**config.mk**
```make
export PLATFORM = sky130hd
export DESIGN_NAME = front_panel_safety_interlock
export DESIGN_NICKNAME = d
export VERILOG_FILES = /design/src/design/panel_pkg.sv /design/src/design/blink_divider.sv /design/src/design/front_panel_safety_interlock.sv /design/src/design/input_filter.sv
export VERILOG_INCLUDE_DIRS = /design/src /design/src/design
export SDC_FILE = /design/constraint.sdc
export NUM_CORES = 1
export LEC_CHECK = 0
export ABC_AREA = 1
export CAP_MARGIN = 10
export CORE_MARGIN = 2
export CORE_UTILIZATION = 43
export CTS_BUF_LIST = sky130_fd_sc_hd__clkbuf_4
export DETAILED_ROUTE_END_ITERATION = 16
export DONT_BUFFER_PORTS = 1
export GPL_ROUTABILITY_DRIVEN = 1
export SLEW_MARGIN = 15
export SYNTH_ARGS = -nofsm -noshare
export SYNTH_HDL_FRONTEND = slang
export SYNTH_SLANG_ARGS = --single-unit
```
**constraint.sdc**
```tcl
create_clock -name CLOCK -period 4.63 [get_ports CLOCK]
set_clock_uncertainty 0.1 [all_clocks]
set_input_delay 0 -clock CLOCK [delete_from_list [all_inputs] [get_ports CLOCK]]
set_output_delay 0 -clock CLOCK [all_outputs]
set_load 0.02 [all_outputs]
```
**src/design/panel_regs.svh**
```systemverilog
// register offsets, field positions, reset values and timing counts
// assumes a 250 MHz CLOCK and apb byte addresses on word boundaries
`ifndef PANEL_REGS_SVH
`define PANEL_REGS_SVH

`define OFS_CTRL       8'h00
`define OFS_STATUS     8'h04
`define OFS_IRQ_STAT   8'h08
`define OFS_IRQ_MASK   8'h0C

`define CTRL_FORCE     0
`define CTRL_STEADY    1
`define CTRL_PWR_OFF   2
`define CTRL_W         3

`define IRQ_HALT       0
`define IRQ_LAMP_FAIL  1
`define IRQ_PWR_ON     2
`define IRQ_REFUSED    3
`define IRQ_W          4

`define STATUS_W       12
`define REG_RESET      32'h00000000

`define CLK_HZ         250000000
`define DEBOUNCE_MS    10
`define DEBOUNCE_CYC   ((`CLK_HZ / 1000) * `DEBOUNCE_MS)
`define BLINK_HZ       1
`define HALF_BLINK_CYC (`CLK_HZ / (2 * `BLINK_HZ))

`endif

```
**src/design/panel_pkg.sv**
```systemverilog
// types shared by the front panel interlock and its helpers
// assumes the counts of panel_regs.svh fit the counter widths here
package panel_pkg;

   typedef enum logic {PWR_OFF, PWR_ON} pwr_state_t;

   typedef struct packed {
      logic        sync1;
      logic        sync2;
      logic        stable;
      logic [23:0] cnt;
   } filt_state_t;

   typedef struct packed {
      logic [26:0] cnt;
      logic        tick;
   } blink_state_t;

   typedef struct packed {
      pwr_state_t  pwr;
      logic [2:0]  ctrl;
      logic [3:0]  irq_stat;
      logic [3:0]  irq_mask;
      logic [31:0] prdata;
      logic [1:0]  halt_n;
      logic        line_halt_n;
      logic        stop_ind;
      logic [1:0]  mode_auto;
      logic        lamp;
      logic        irq;
      logic        btn_prev;
      logic        halt_prev;
      logic        fail_prev;
   } panel_state_t;

endpackage

```
**src/design/blink_divider.sv**
```systemverilog
// divider giving a one-cycle pulse every half lamp period
// assumes the count fits 27 bits
`timescale 1ns/1ps
module blink_divider #(
   parameter int HALF_CYC = 125000000
) (
   input  wire logic CLOCK,
   input  wire logic ARST_N,
   output logic      tick
);
   panel_pkg::blink_state_t q;
   panel_pkg::blink_state_t d;

   always_comb begin
      d = q;
      d.tick = 1'b0;
      if (q.cnt == 27'(HALF_CYC - 1)) begin
         d.cnt  = 27'h0000000;
         d.tick = 1'b1;
      end else begin
         d.cnt = q.cnt + 27'h0000001;
      end
   end

   always_ff @(posedge CLOCK or negedge ARST_N) begin
      if (!ARST_N) begin
         q <= '0;
      end else begin
         q <= d;
      end
   end

   assign tick = q.tick;
endmodule

```
**src/design/front_panel_safety_interlock.sv**
```systemverilog
// front panel and pendant safety interlock with apb control and interrupt
// assumes all pins synchronous-ready; switches filtered here before use
//
// Chosen here: the address map and the APB register port.
`timescale 1ns/1ps
`include "panel_regs.svh"
module front_panel_safety_interlock #(
   parameter int DEBOUNCE_CYCLES   = `DEBOUNCE_CYC,
   parameter int HALF_BLINK_CYCLES = `HALF_BLINK_CYC
) (
   input  wire logic        CLOCK,
   input  wire logic        ARST_N,
   input  wire logic        PSEL,
   input  wire logic        PENABLE,
   input  wire logic        PWRITE,
   input  wire logic [7:0]  PADDR,
   input  wire logic [31:0] PWDATA,
   output logic      [31:0] PRDATA,
   output logic             PREADY,
   output logic             PSLVERR,
   input  wire logic        PRIMARY_STOP,
   input  wire logic        LINE_STOP,
   input  wire logic        GATE_STOP,
   input  wire logic        HOLD_CLOSED,
   input  wire logic        KEY_AUTO,
   input  wire logic        POWER_ON_BTN,
   input  wire logic        LAMP_FAIL,
   input  wire logic [1:0]  FORCED_HALT_LOOP,
   output logic      [1:0]  DUAL_CHANNEL_HALT_N,
   output logic             LINE_HALT_OUT_N,
   output logic             STOP_INDICATOR,
   output logic      [1:0]  MODE_AUTO,
   output logic             HIGH_POWER_LAMP,
   output logic             MOTOR_POWER_EN,
   output logic             IRQ
);
   localparam int NUM_IN = 7;

   panel_pkg::panel_state_t q;
   panel_pkg::panel_state_t d;

   logic [NUM_IN-1:0]     raw_in;
   logic [NUM_IN-1:0]     filt;
   logic                  f_primary;
   logic                  f_line;
   logic                  f_gate;
   logic                  f_hold;
   logic                  f_auto;
   logic                  f_btn;
   logic                  f_fail;
   logic                  force_c;
   logic                  sw_off;
   logic                  blink_on;
   logic                  line_c;
   logic                  other_c;
   logic                  halt_c;
   logic                  btn_rise;
   logic                  tick;
   logic                  wr;
   logic                  rd_setup;
   logic                  hit;
   logic [`STATUS_W-1:0]  status;
   logic [`IRQ_W-1:0]     ev;

   assign raw_in = {LAMP_FAIL, POWER_ON_BTN, KEY_AUTO, HOLD_CLOSED,
                    GATE_STOP, LINE_STOP, PRIMARY_STOP};

   // a debounced stop reacts late by the filter time; bounce would otherwise chatter
   for (genvar i = 0; i < NUM_IN; i++) begin : g_filt
      input_filter #(
         .CNT_MAX (DEBOUNCE_CYCLES)
      ) u_filt (
         .CLOCK  (CLOCK),
         .ARST_N (ARST_N),
         .raw    (raw_in[i]),
         .clean  (filt[i])
      );
   end

   blink_divider #(
      .HALF_CYC (HALF_BLINK_CYCLES)
   ) u_blink (
      .CLOCK  (CLOCK),
      .ARST_N (ARST_N),
      .tick   (tick)
   );

   assign f_primary = filt[0];
   assign f_line    = filt[1];
   assign f_gate    = filt[2];
   assign f_hold    = filt[3];
   assign f_auto    = filt[4];
   assign f_btn     = filt[5];
   assign f_fail    = filt[6];

   assign force_c  = q.ctrl[`CTRL_FORCE];
   assign sw_off   = q.ctrl[`CTRL_PWR_OFF];
   assign blink_on = !q.ctrl[`CTRL_STEADY];

   // line stop kept out of the indicator so a looped-back pair cannot lock up
   assign line_c  = f_line | force_c;
   assign other_c = f_primary | force_c
                  | (f_gate & f_auto)
                  | (!f_hold & !f_auto);
   assign halt_c  = other_c | f_line;

   // the button is momentary; only its low to high step counts
   assign btn_rise = f_btn & !q.btn_prev;

   assign wr       = PSEL & PENABLE & PWRITE;
   assign rd_setup = PSEL & !PENABLE & !PWRITE;
   assign hit      = (PADDR == `OFS_CTRL) | (PADDR == `OFS_STATUS)
                   | (PADDR == `OFS_IRQ_STAT) | (PADDR == `OFS_IRQ_MASK);

   assign status = {f_btn, f_hold, f_gate, f_line, f_primary, f_fail,
                    q.lamp, (q.pwr == panel_pkg::PWR_ON), f_auto,
                    q.stop_ind, !q.line_halt_n, (q.halt_n != 2'h3)};

   always_comb begin
      d  = q;
      ev = '0;

      d.btn_prev  = f_btn;
      d.halt_prev = halt_c;
      d.fail_prev = f_fail;

      // open path reads as stop; closed path copies the forced halt loop
      d.halt_n      = halt_c ? 2'h0 : FORCED_HALT_LOOP;
      d.line_halt_n = !line_c;
      d.stop_ind    = other_c;
      d.mode_auto   = {2{f_auto}};

      unique case (q.pwr)
         panel_pkg::PWR_OFF: begin
            if (btn_rise) begin
               if (halt_c | f_fail | sw_off) begin
                  ev[`IRQ_REFUSED] = 1'b1;
               end else begin
                  d.pwr = panel_pkg::PWR_ON;
                  ev[`IRQ_PWR_ON] = 1'b1;
               end
            end
         end
         panel_pkg::PWR_ON: begin
            if (halt_c | f_fail | sw_off) begin
               d.pwr = panel_pkg::PWR_OFF;
            end
         end
      endcase

      // lamp lags motor power by one cycle in steady mode, lights at the next tick when blinking; steady mode is for lamps that cannot blink
      if (q.pwr == panel_pkg::PWR_ON) begin
         if (blink_on) begin
            d.lamp = tick ? !q.lamp : q.lamp;
         end else begin
            d.lamp = 1'b1;
         end
      end else begin
         d.lamp = 1'b0;
      end

      ev[`IRQ_HALT]      = halt_c & !q.halt_prev;
      ev[`IRQ_LAMP_FAIL] = f_fail & !q.fail_prev;

      if (wr && PADDR == `OFS_CTRL) begin
         d.ctrl = PWDATA[`CTRL_W-1:0];
      end
      if (wr && PADDR == `OFS_IRQ_MASK) begin
         d.irq_mask = PWDATA[`IRQ_W-1:0];
      end

      // a new event in the clearing cycle survives the write
      if (wr && PADDR == `OFS_IRQ_STAT) begin
         d.irq_stat = (q.irq_stat & ~PWDATA[`IRQ_W-1:0]) | ev;
      end else begin
         d.irq_stat = q.irq_stat | ev;
      end
      d.irq = |(d.irq_stat & d.irq_mask);

      if (rd_setup) begin
         unique case (PADDR)
            `OFS_CTRL:     d.prdata = {29'h0, q.ctrl};
            `OFS_STATUS:   d.prdata = {20'h0, status};
            `OFS_IRQ_STAT: d.prdata = {28'h0, q.irq_stat};
            `OFS_IRQ_MASK: d.prdata = {28'h0, q.irq_mask};
            default:       d.prdata = `REG_RESET;
         endcase
      end
   end

   always_ff @(posedge CLOCK or negedge ARST_N) begin
      if (!ARST_N) begin
         q <= '0;
      end else begin
         q <= d;
      end
   end

   assign PRDATA              = q.prdata;
   assign PREADY              = 1'b1;
   assign PSLVERR             = PSEL & PENABLE & !hit;
   assign DUAL_CHANNEL_HALT_N = q.halt_n;
   assign LINE_HALT_OUT_N     = q.line_halt_n;
   assign STOP_INDICATOR      = q.stop_ind;
   assign MODE_AUTO           = q.mode_auto;
   assign HIGH_POWER_LAMP     = q.lamp;
   assign MOTOR_POWER_EN      = (q.pwr == panel_pkg::PWR_ON);
   assign IRQ                 = q.irq;

   property p_halt_open;
      @(posedge CLOCK) disable iff (!ARST_N)
      halt_c |=> (DUAL_CHANNEL_HALT_N == 2'h0);
   endproperty
   a_halt_open: assert property (p_halt_open)
      else $error("halt channels not both open on stop");

   property p_halt_loop;
      @(posedge CLOCK) disable iff (!ARST_N)
      !halt_c |=> (DUAL_CHANNEL_HALT_N == $past(FORCED_HALT_LOOP));
   endproperty
   a_halt_loop: assert property (p_halt_loop)
      else $error("halt channels not following forced halt loop");

   property p_line_halt;
      @(posedge CLOCK) disable iff (!ARST_N)
      ARST_N |=> (LINE_HALT_OUT_N != $past(line_c));
   endproperty
   a_line_halt: assert property (p_line_halt)
      else $error("line halt output wrong");

   property p_indicator;
      @(posedge CLOCK) disable iff (!ARST_N)
      f_line && !other_c |=> !STOP_INDICATOR;
   endproperty
   a_indicator: assert property (p_indicator)
      else $error("stop indicator driven by line stop");

   property p_gate_manual;
      @(posedge CLOCK) disable iff (!ARST_N)
      f_gate && !f_auto && f_hold && !f_primary && !f_line && !force_c
         |=> (DUAL_CHANNEL_HALT_N == $past(FORCED_HALT_LOOP));
   endproperty
   a_gate_manual: assert property (p_gate_manual)
      else $error("gate stop acted in manual mode");

   property p_hold_auto;
      @(posedge CLOCK) disable iff (!ARST_N)
      f_auto && !f_hold && !f_gate && !f_primary && !f_line && !force_c
         |=> (DUAL_CHANNEL_HALT_N == $past(FORCED_HALT_LOOP));
   endproperty
   a_hold_auto: assert property (p_hold_auto)
      else $error("hold circuit acted in automatic mode");

   property p_mode;
      @(posedge CLOCK) disable iff (!ARST_N)
      1'b1 |=> (MODE_AUTO == {2{$past(f_auto)}});
   endproperty
   a_mode: assert property (p_mode)
      else $error("mode outputs disagree with key switch");

   property p_blink;
      @(posedge CLOCK) disable iff (!ARST_N)
      MOTOR_POWER_EN && blink_on && tick
         |=> (HIGH_POWER_LAMP != $past(HIGH_POWER_LAMP));
   endproperty
   a_blink: assert property (p_blink)
      else $error("lamp did not toggle on blink tick");

   property p_lamp_dark;
      @(posedge CLOCK) disable iff (!ARST_N)
      !MOTOR_POWER_EN |=> !HIGH_POWER_LAMP;
   endproperty
   a_lamp_dark: assert property (p_lamp_dark)
      else $error("lamp lit without motor power");

   property p_lamp_fail;
      @(posedge CLOCK) disable iff (!ARST_N)
      f_fail |=> !MOTOR_POWER_EN;
   endproperty
   a_lamp_fail: assert property (p_lamp_fail)
      else $error("motor power on during lamp failure");

   property p_power_edge;
      @(posedge CLOCK) disable iff (!ARST_N)
      !MOTOR_POWER_EN && btn_rise && !halt_c && !f_fail && !sw_off
         |=> MOTOR_POWER_EN;
   endproperty
   a_power_edge: assert property (p_power_edge)
      else $error("power request on rising edge not taken");

   property p_power_level;
      @(posedge CLOCK) disable iff (!ARST_N)
      !MOTOR_POWER_EN && f_btn && $past(f_btn) |=> !MOTOR_POWER_EN;
   endproperty
   a_power_level: assert property (p_power_level)
      else $error("held button enabled power without edge");

   property p_irq_level;
      @(posedge CLOCK) disable iff (!ARST_N)
      ##1 (IRQ == |($past(d.irq_stat) & $past(d.irq_mask)));
   endproperty
   a_irq_level: assert property (p_irq_level)
      else $error("interrupt output disagrees with status and mask");

endmodule

```
**src/design/input_filter.sv**
```systemverilog
// two-stage synchroniser and debounce for one switch or button
// assumes the switch stays put for CNT_MAX cycles once it settles
`timescale 1ns/1ps
module input_filter #(
   parameter int CNT_MAX = 2500000
) (
   input  wire logic CLOCK,
   input  wire logic ARST_N,
   input  wire logic raw,
   output logic      clean
);
   panel_pkg::filt_state_t q;
   panel_pkg::filt_state_t d;

   always_comb begin
      d = q;
      d.sync1 = raw;
      d.sync2 = q.sync1;
      if (q.sync2 == q.stable) begin
         d.cnt = 24'h000000;
      end else if (q.cnt == 24'(CNT_MAX - 1)) begin
         d.stable = q.sync2;
         d.cnt    = 24'h000000;
      end else begin
         d.cnt = q.cnt + 24'h000001;
      end
   end

   always_ff @(posedge CLOCK or negedge ARST_N) begin
      if (!ARST_N) begin
         q <= '0;
      end else begin
         q <= d;
      end
   end

   assign clean = q.stable;
endmodule

```
==> summary.md <==
The area growth from synthesis to layout is 12.9%. The number of buffers created by CTS came out at 72. The cell area after synthesis was 13400 sq um; the number of global-route vias before repair was 10900. Measured along the y axis, the die boundary spans 181 um.

The tree is rooted in a sky130_fd_sc_hd__clkbuf_4. The tools report the relative max-transition margin as 0.294. At the placement stage, the worst setup path has a slack of 2.58 ns. After floorplanning, the core was divided into 64 placement rows. The tools report the combined global-route utilization of all metal layers as 0.191.

Kind of cell adding the most delay to the critical path: buffers and inverters. Routed wirelength normalized by instance count: 13.3 um. The tools report the number of detailed-route iterations in the first pass as 5. The logs give 0 for the number of gates resized after cts and 0 for the overflow left after global routing. In this run the worst path has a maximum fanout of 8. The sequential cell area fraction in the yosys report is 0.467, and the count of synthesis-stage warnings from yosys is 0. The average via count per standard cell was 4.90. For the final routed database, the setup TNS stands at 0 ns. The global placement routability congestion was 0.886; the quantity of I/O buffers inserted on ports was 0. Once detailed placement completed, the half-perimeter wirelength came to 21300 um. After synthesis, the mean cell area works out to 7.65 sq um. The required time of the worst setup path was 5.12 ns. In this run the power density over the cells is 295 nW/um^2.

The clock passes through at most 3 buffers. The first global-routing pass estimated 51700 um of wire. For the pin with the worst max-slew slack, the measured transition is 1.05 ns. The flow ran to the end, but the final reports show violations. Final period demand of the worst path: 3.32 ns.

Among all stages on the critical path, the largest delay is contributed by sky130_fd_sc_hd__dlygate4sd3_1. At the later pin of the worst-skew pair, clock insertion delay measures 0.72 ns. The total clock sinks was 251; the total vias in the final route was 11400. The critical path is of the in -> reg type. The class of the tightest hold or removal check was in -> async.

The wire length reported by the detailed router came out at 30800 um. The minimum hold slack is -1.12 ns, and the final setup violation count is 0. Clock-pin slew was measured on the worst setup and hold paths at 0.07 ns. The starting utilization of the core area came out at 0.439. The tools report the category of the worst setup path capture point as a flop. The antenna violation net count after detailed routing was 0.

The fraction of final layout cells with drive strength greater than 1 is 0.102. Traced cell by cell, the critical path runs through dlygate4sd3_1 -> nor2_2 -> dlygate4sd3_1 -> nand2_1 -> dlygate4sd3_1 -> nor2_4 -> dlygate4sd3_1 -> nand2_1 -> nand2_1 -> o21ai_0 -> nand2_1 -> dlygate4sd3_1. Buffers added to address setup during post-CTS repair amount to 0. The run gives 0 as the number of violations of the max-capacitance limit.

Entering global routing, the biggest net connects 252 pins. Period utilization: 0.718. The detailed router finished its first iteration with 596 violations.

The worst vdd rail ir drop came out at 154 uV. The most numerous cell type found on the critical path is sky130_fd_sc_hd__dlygate4sd3_1. In this run, synthesis produced a sequential element count of 251.

The nature of the critical path startpoint was a primary input. The number of antenna violations at the first check in global routing is 2. The final standard cell utilization of the core is 0.495, and the leakage power total is 6.67 nW. On the worst path, the slowest cell contributes a delay of 0.66 ns.

Setup repair after global routing left no endpoint under its margin. TritonCTS built the clock tree. The full die area is 32700 sq um, and the count of H-tree levels built during CTS is 3.

In the post-route analysis, the smallest setup slack over all paths is 1.31 ns. The die boundary width came out at 181 um. The final reports fail on hold timing. After clock tree synthesis, the flow added hold-fix buffers numbering 51.

STA puts the critical path data arrival time at 3.82 ns. For the number of nets at the end of the flow, the log shows 1922. The final max-slew violation count was 0; the core area was 30700 sq um. The tools report the total I/O pin count as 97.

The top achievable clock speed is 301 MHz, and the detailed-route DRC error count is 0. The final hold violation count was 251; the instance count of the mapped netlist was 1757. Count of buffering cells on the critical path with inverters included: 5.

The number of different library cells used by synthesis comes to 42.
## routing by layer
layer	vias to the layer above	global-route usage	part of all wire
li1	5781	-	-
met1	5306	0.257	0.48
met2	217	0.299	0.46
met3	54	0.0439	0.041
met4	0	0.0719	0.022
met5	-	0	0
## sequential cells by signal, summed over array words and instances, names as in the netlist, 2 cells and up
| signal | cells |
|---|---|
| u_blink.q | 27 |
| g_filt.u_filt.clean | 7 |
| DUAL_CHANNEL_HALT_N | 2 |
| g_filt.u_filt.q | 175 |
| q | 13 |
| PRDATA | 12 |
| g_filt.u_filt.d | 7 |
## worst paths after layout
kind / startpoint / end / slack (ns) / depth (start not counted)
worst max-delay path: PADDR[0] / PRDATA[1]$_DFFE_PN0P_ / 1.31 / 12
worst min-delay path: ARST_N / g_filt[3].u_filt.q[16]$_DFF_PN0_ / -1.12 / 0
worst max register to register: g_filt[0].u_filt.clean$_DFFE_PN0P_ / g_filt[0].u_filt.q[3]$_DFF_PN0_ / 2.56 / 4
worst min register to register: g_filt[4].u_filt.d[25]$_DFF_PN0_ / g_filt[4].u_filt.q[25]$_DFF_PN0_ / 0.21 / 0
max in group asynchronous: ARST_N / g_filt[1].u_filt.q[7]$_DFF_PN0_ / 5.12 / 0
min in group CLOCK: PENABLE / PRDATA[7]$_DFFE_PN0P_ / 0.16 / 5
## cell usage after synthesis, drive strengths merged
library cell,number,area share
dfrtp,251,0.47
nor2,382,0.11
o31ai,5,0.0028
a211oi,5,0.0028
nor4,7,0.0033
nand3,98,0.038
ha,8,0.0074
a31oi,2,0.00093
nand3b,6,0.0033
and3,3,0.0014
or2,3,0.0014
buf,38,0.021
o21ai,41,0.017
o21bai,2,0.0011
conb,2,0.00056
xor2,67,0.044
nand2,415,0.12
xnor2,11,0.0072
nor4b,1,0.00065
inv,209,0.058
and2,2,0.0011
nor3b,12,0.0071
clkbuf,4,0.0011
nand4,46,0.021
mux2,2,0.0017
a21oi,37,0.014
nor3,98,0.044
## layout make-up
| type | count | area (sq um) |
|---|---|---|
| Inverter | 209 | 785 |
| Sequential cell | 251 | 6280 |
| Antenna cell | 2 | 5.00 |
| Clock inverter | 20 | 113 |
| Tap cell | 396 | 495 |
| Multi-Input combinational cell | 1274 | 6150 |
| Fill cell | 3017 | 15500 |
| Timing Repair Buffer | 52 | 518 |
| Clock buffer | 112 | 841 |
## power breakdown
group / internal, mW / switching (mW)
Combinational: 0.0429 / 0.0774
Sequential: 2.22 / 0.0169
Clock: 1.16 / 0.970
Total: 3.42 / 1.06
## kinds of logic (layout without fill, tap and decap cells)
family,count (synthesis),count (layout),share of synthesized area
DFF,251,251,0.467
buffers and inverters,251,393,0.0809
and+or+nand+nor,1073,1073,0.354
AOI/OAI and AO/OA,92,92,0.0381
muxes,2,2,0.00167
adders and majority gates,8,8,0.00744
xor gates and xnor gates,78,78,0.0508
other,2,23,0.000558
## per-stage QoR
stage | cell area (sq um) | std cells | hold slack, ns | power [mW]
final | 15200 | 2316 | -1.12 | 4.48
after global routing | 15200 | 2316 | -1.20 | 4.72
after CTS | 15200 | 2314 | -1.20 | 4.58
after detailed placement | 13700 | 2131 | -0.389 | 2.37
after global placement | 13700 | 2131 | -0.390 | 2.36
after floorplan | 13500 | 1776 | -0.396 | 2.36
## placed cells by master, fill, tap and decap left out, types with 3 or more instances in the layout
| cell type | count |
|---|---|
| sky130_fd_sc_hd__xnor2_1 | 11 |
| sky130_fd_sc_hd__nor4_1 | 7 |
| sky130_fd_sc_hd__dfrtp_1 | 251 |
| sky130_fd_sc_hd__conb_1 | 21 |
| sky130_fd_sc_hd__o21ai_0 | 35 |
| sky130_fd_sc_hd__and3_1 | 3 |
| sky130_fd_sc_hd__nand3_1 | 94 |
| sky130_fd_sc_hd__nand2_1 | 409 |
| sky130_fd_sc_hd__clkbuf_4 | 112 |
| sky130_fd_sc_hd__nand2_2 | 5 |
| sky130_fd_sc_hd__nor2_4 | 7 |
| sky130_fd_sc_hd__nand3_2 | 4 |
| sky130_fd_sc_hd__nor3_1 | 82 |
| sky130_fd_sc_hd__a21oi_1 | 37 |
| sky130_fd_sc_hd__dlygate4sd3_1 | 51 |
| sky130_fd_sc_hd__clkinv_1 | 12 |
| sky130_fd_sc_hd__nor3b_1 | 11 |
| sky130_fd_sc_hd__inv_1 | 199 |
| sky130_fd_sc_hd__o21ai_1 | 3 |
| sky130_fd_sc_hd__nor2_2 | 23 |
| sky130_fd_sc_hd__nand4_1 | 46 |
| sky130_fd_sc_hd__o31ai_1 | 5 |
| sky130_fd_sc_hd__nor3_4 | 3 |
| sky130_fd_sc_hd__ha_1 | 8 |
| sky130_fd_sc_hd__clkinv_2 | 3 |
| sky130_fd_sc_hd__nand3b_1 | 6 |
| sky130_fd_sc_hd__xor2_1 | 67 |
| sky130_fd_sc_hd__nor2_1 | 352 |
| sky130_fd_sc_hd__a211oi_1 | 5 |
| sky130_fd_sc_hd__nor3_2 | 13 |
| sky130_fd_sc_hd__inv_2 | 12 |
No activity file was read; power rests on OpenSTA's default activity.
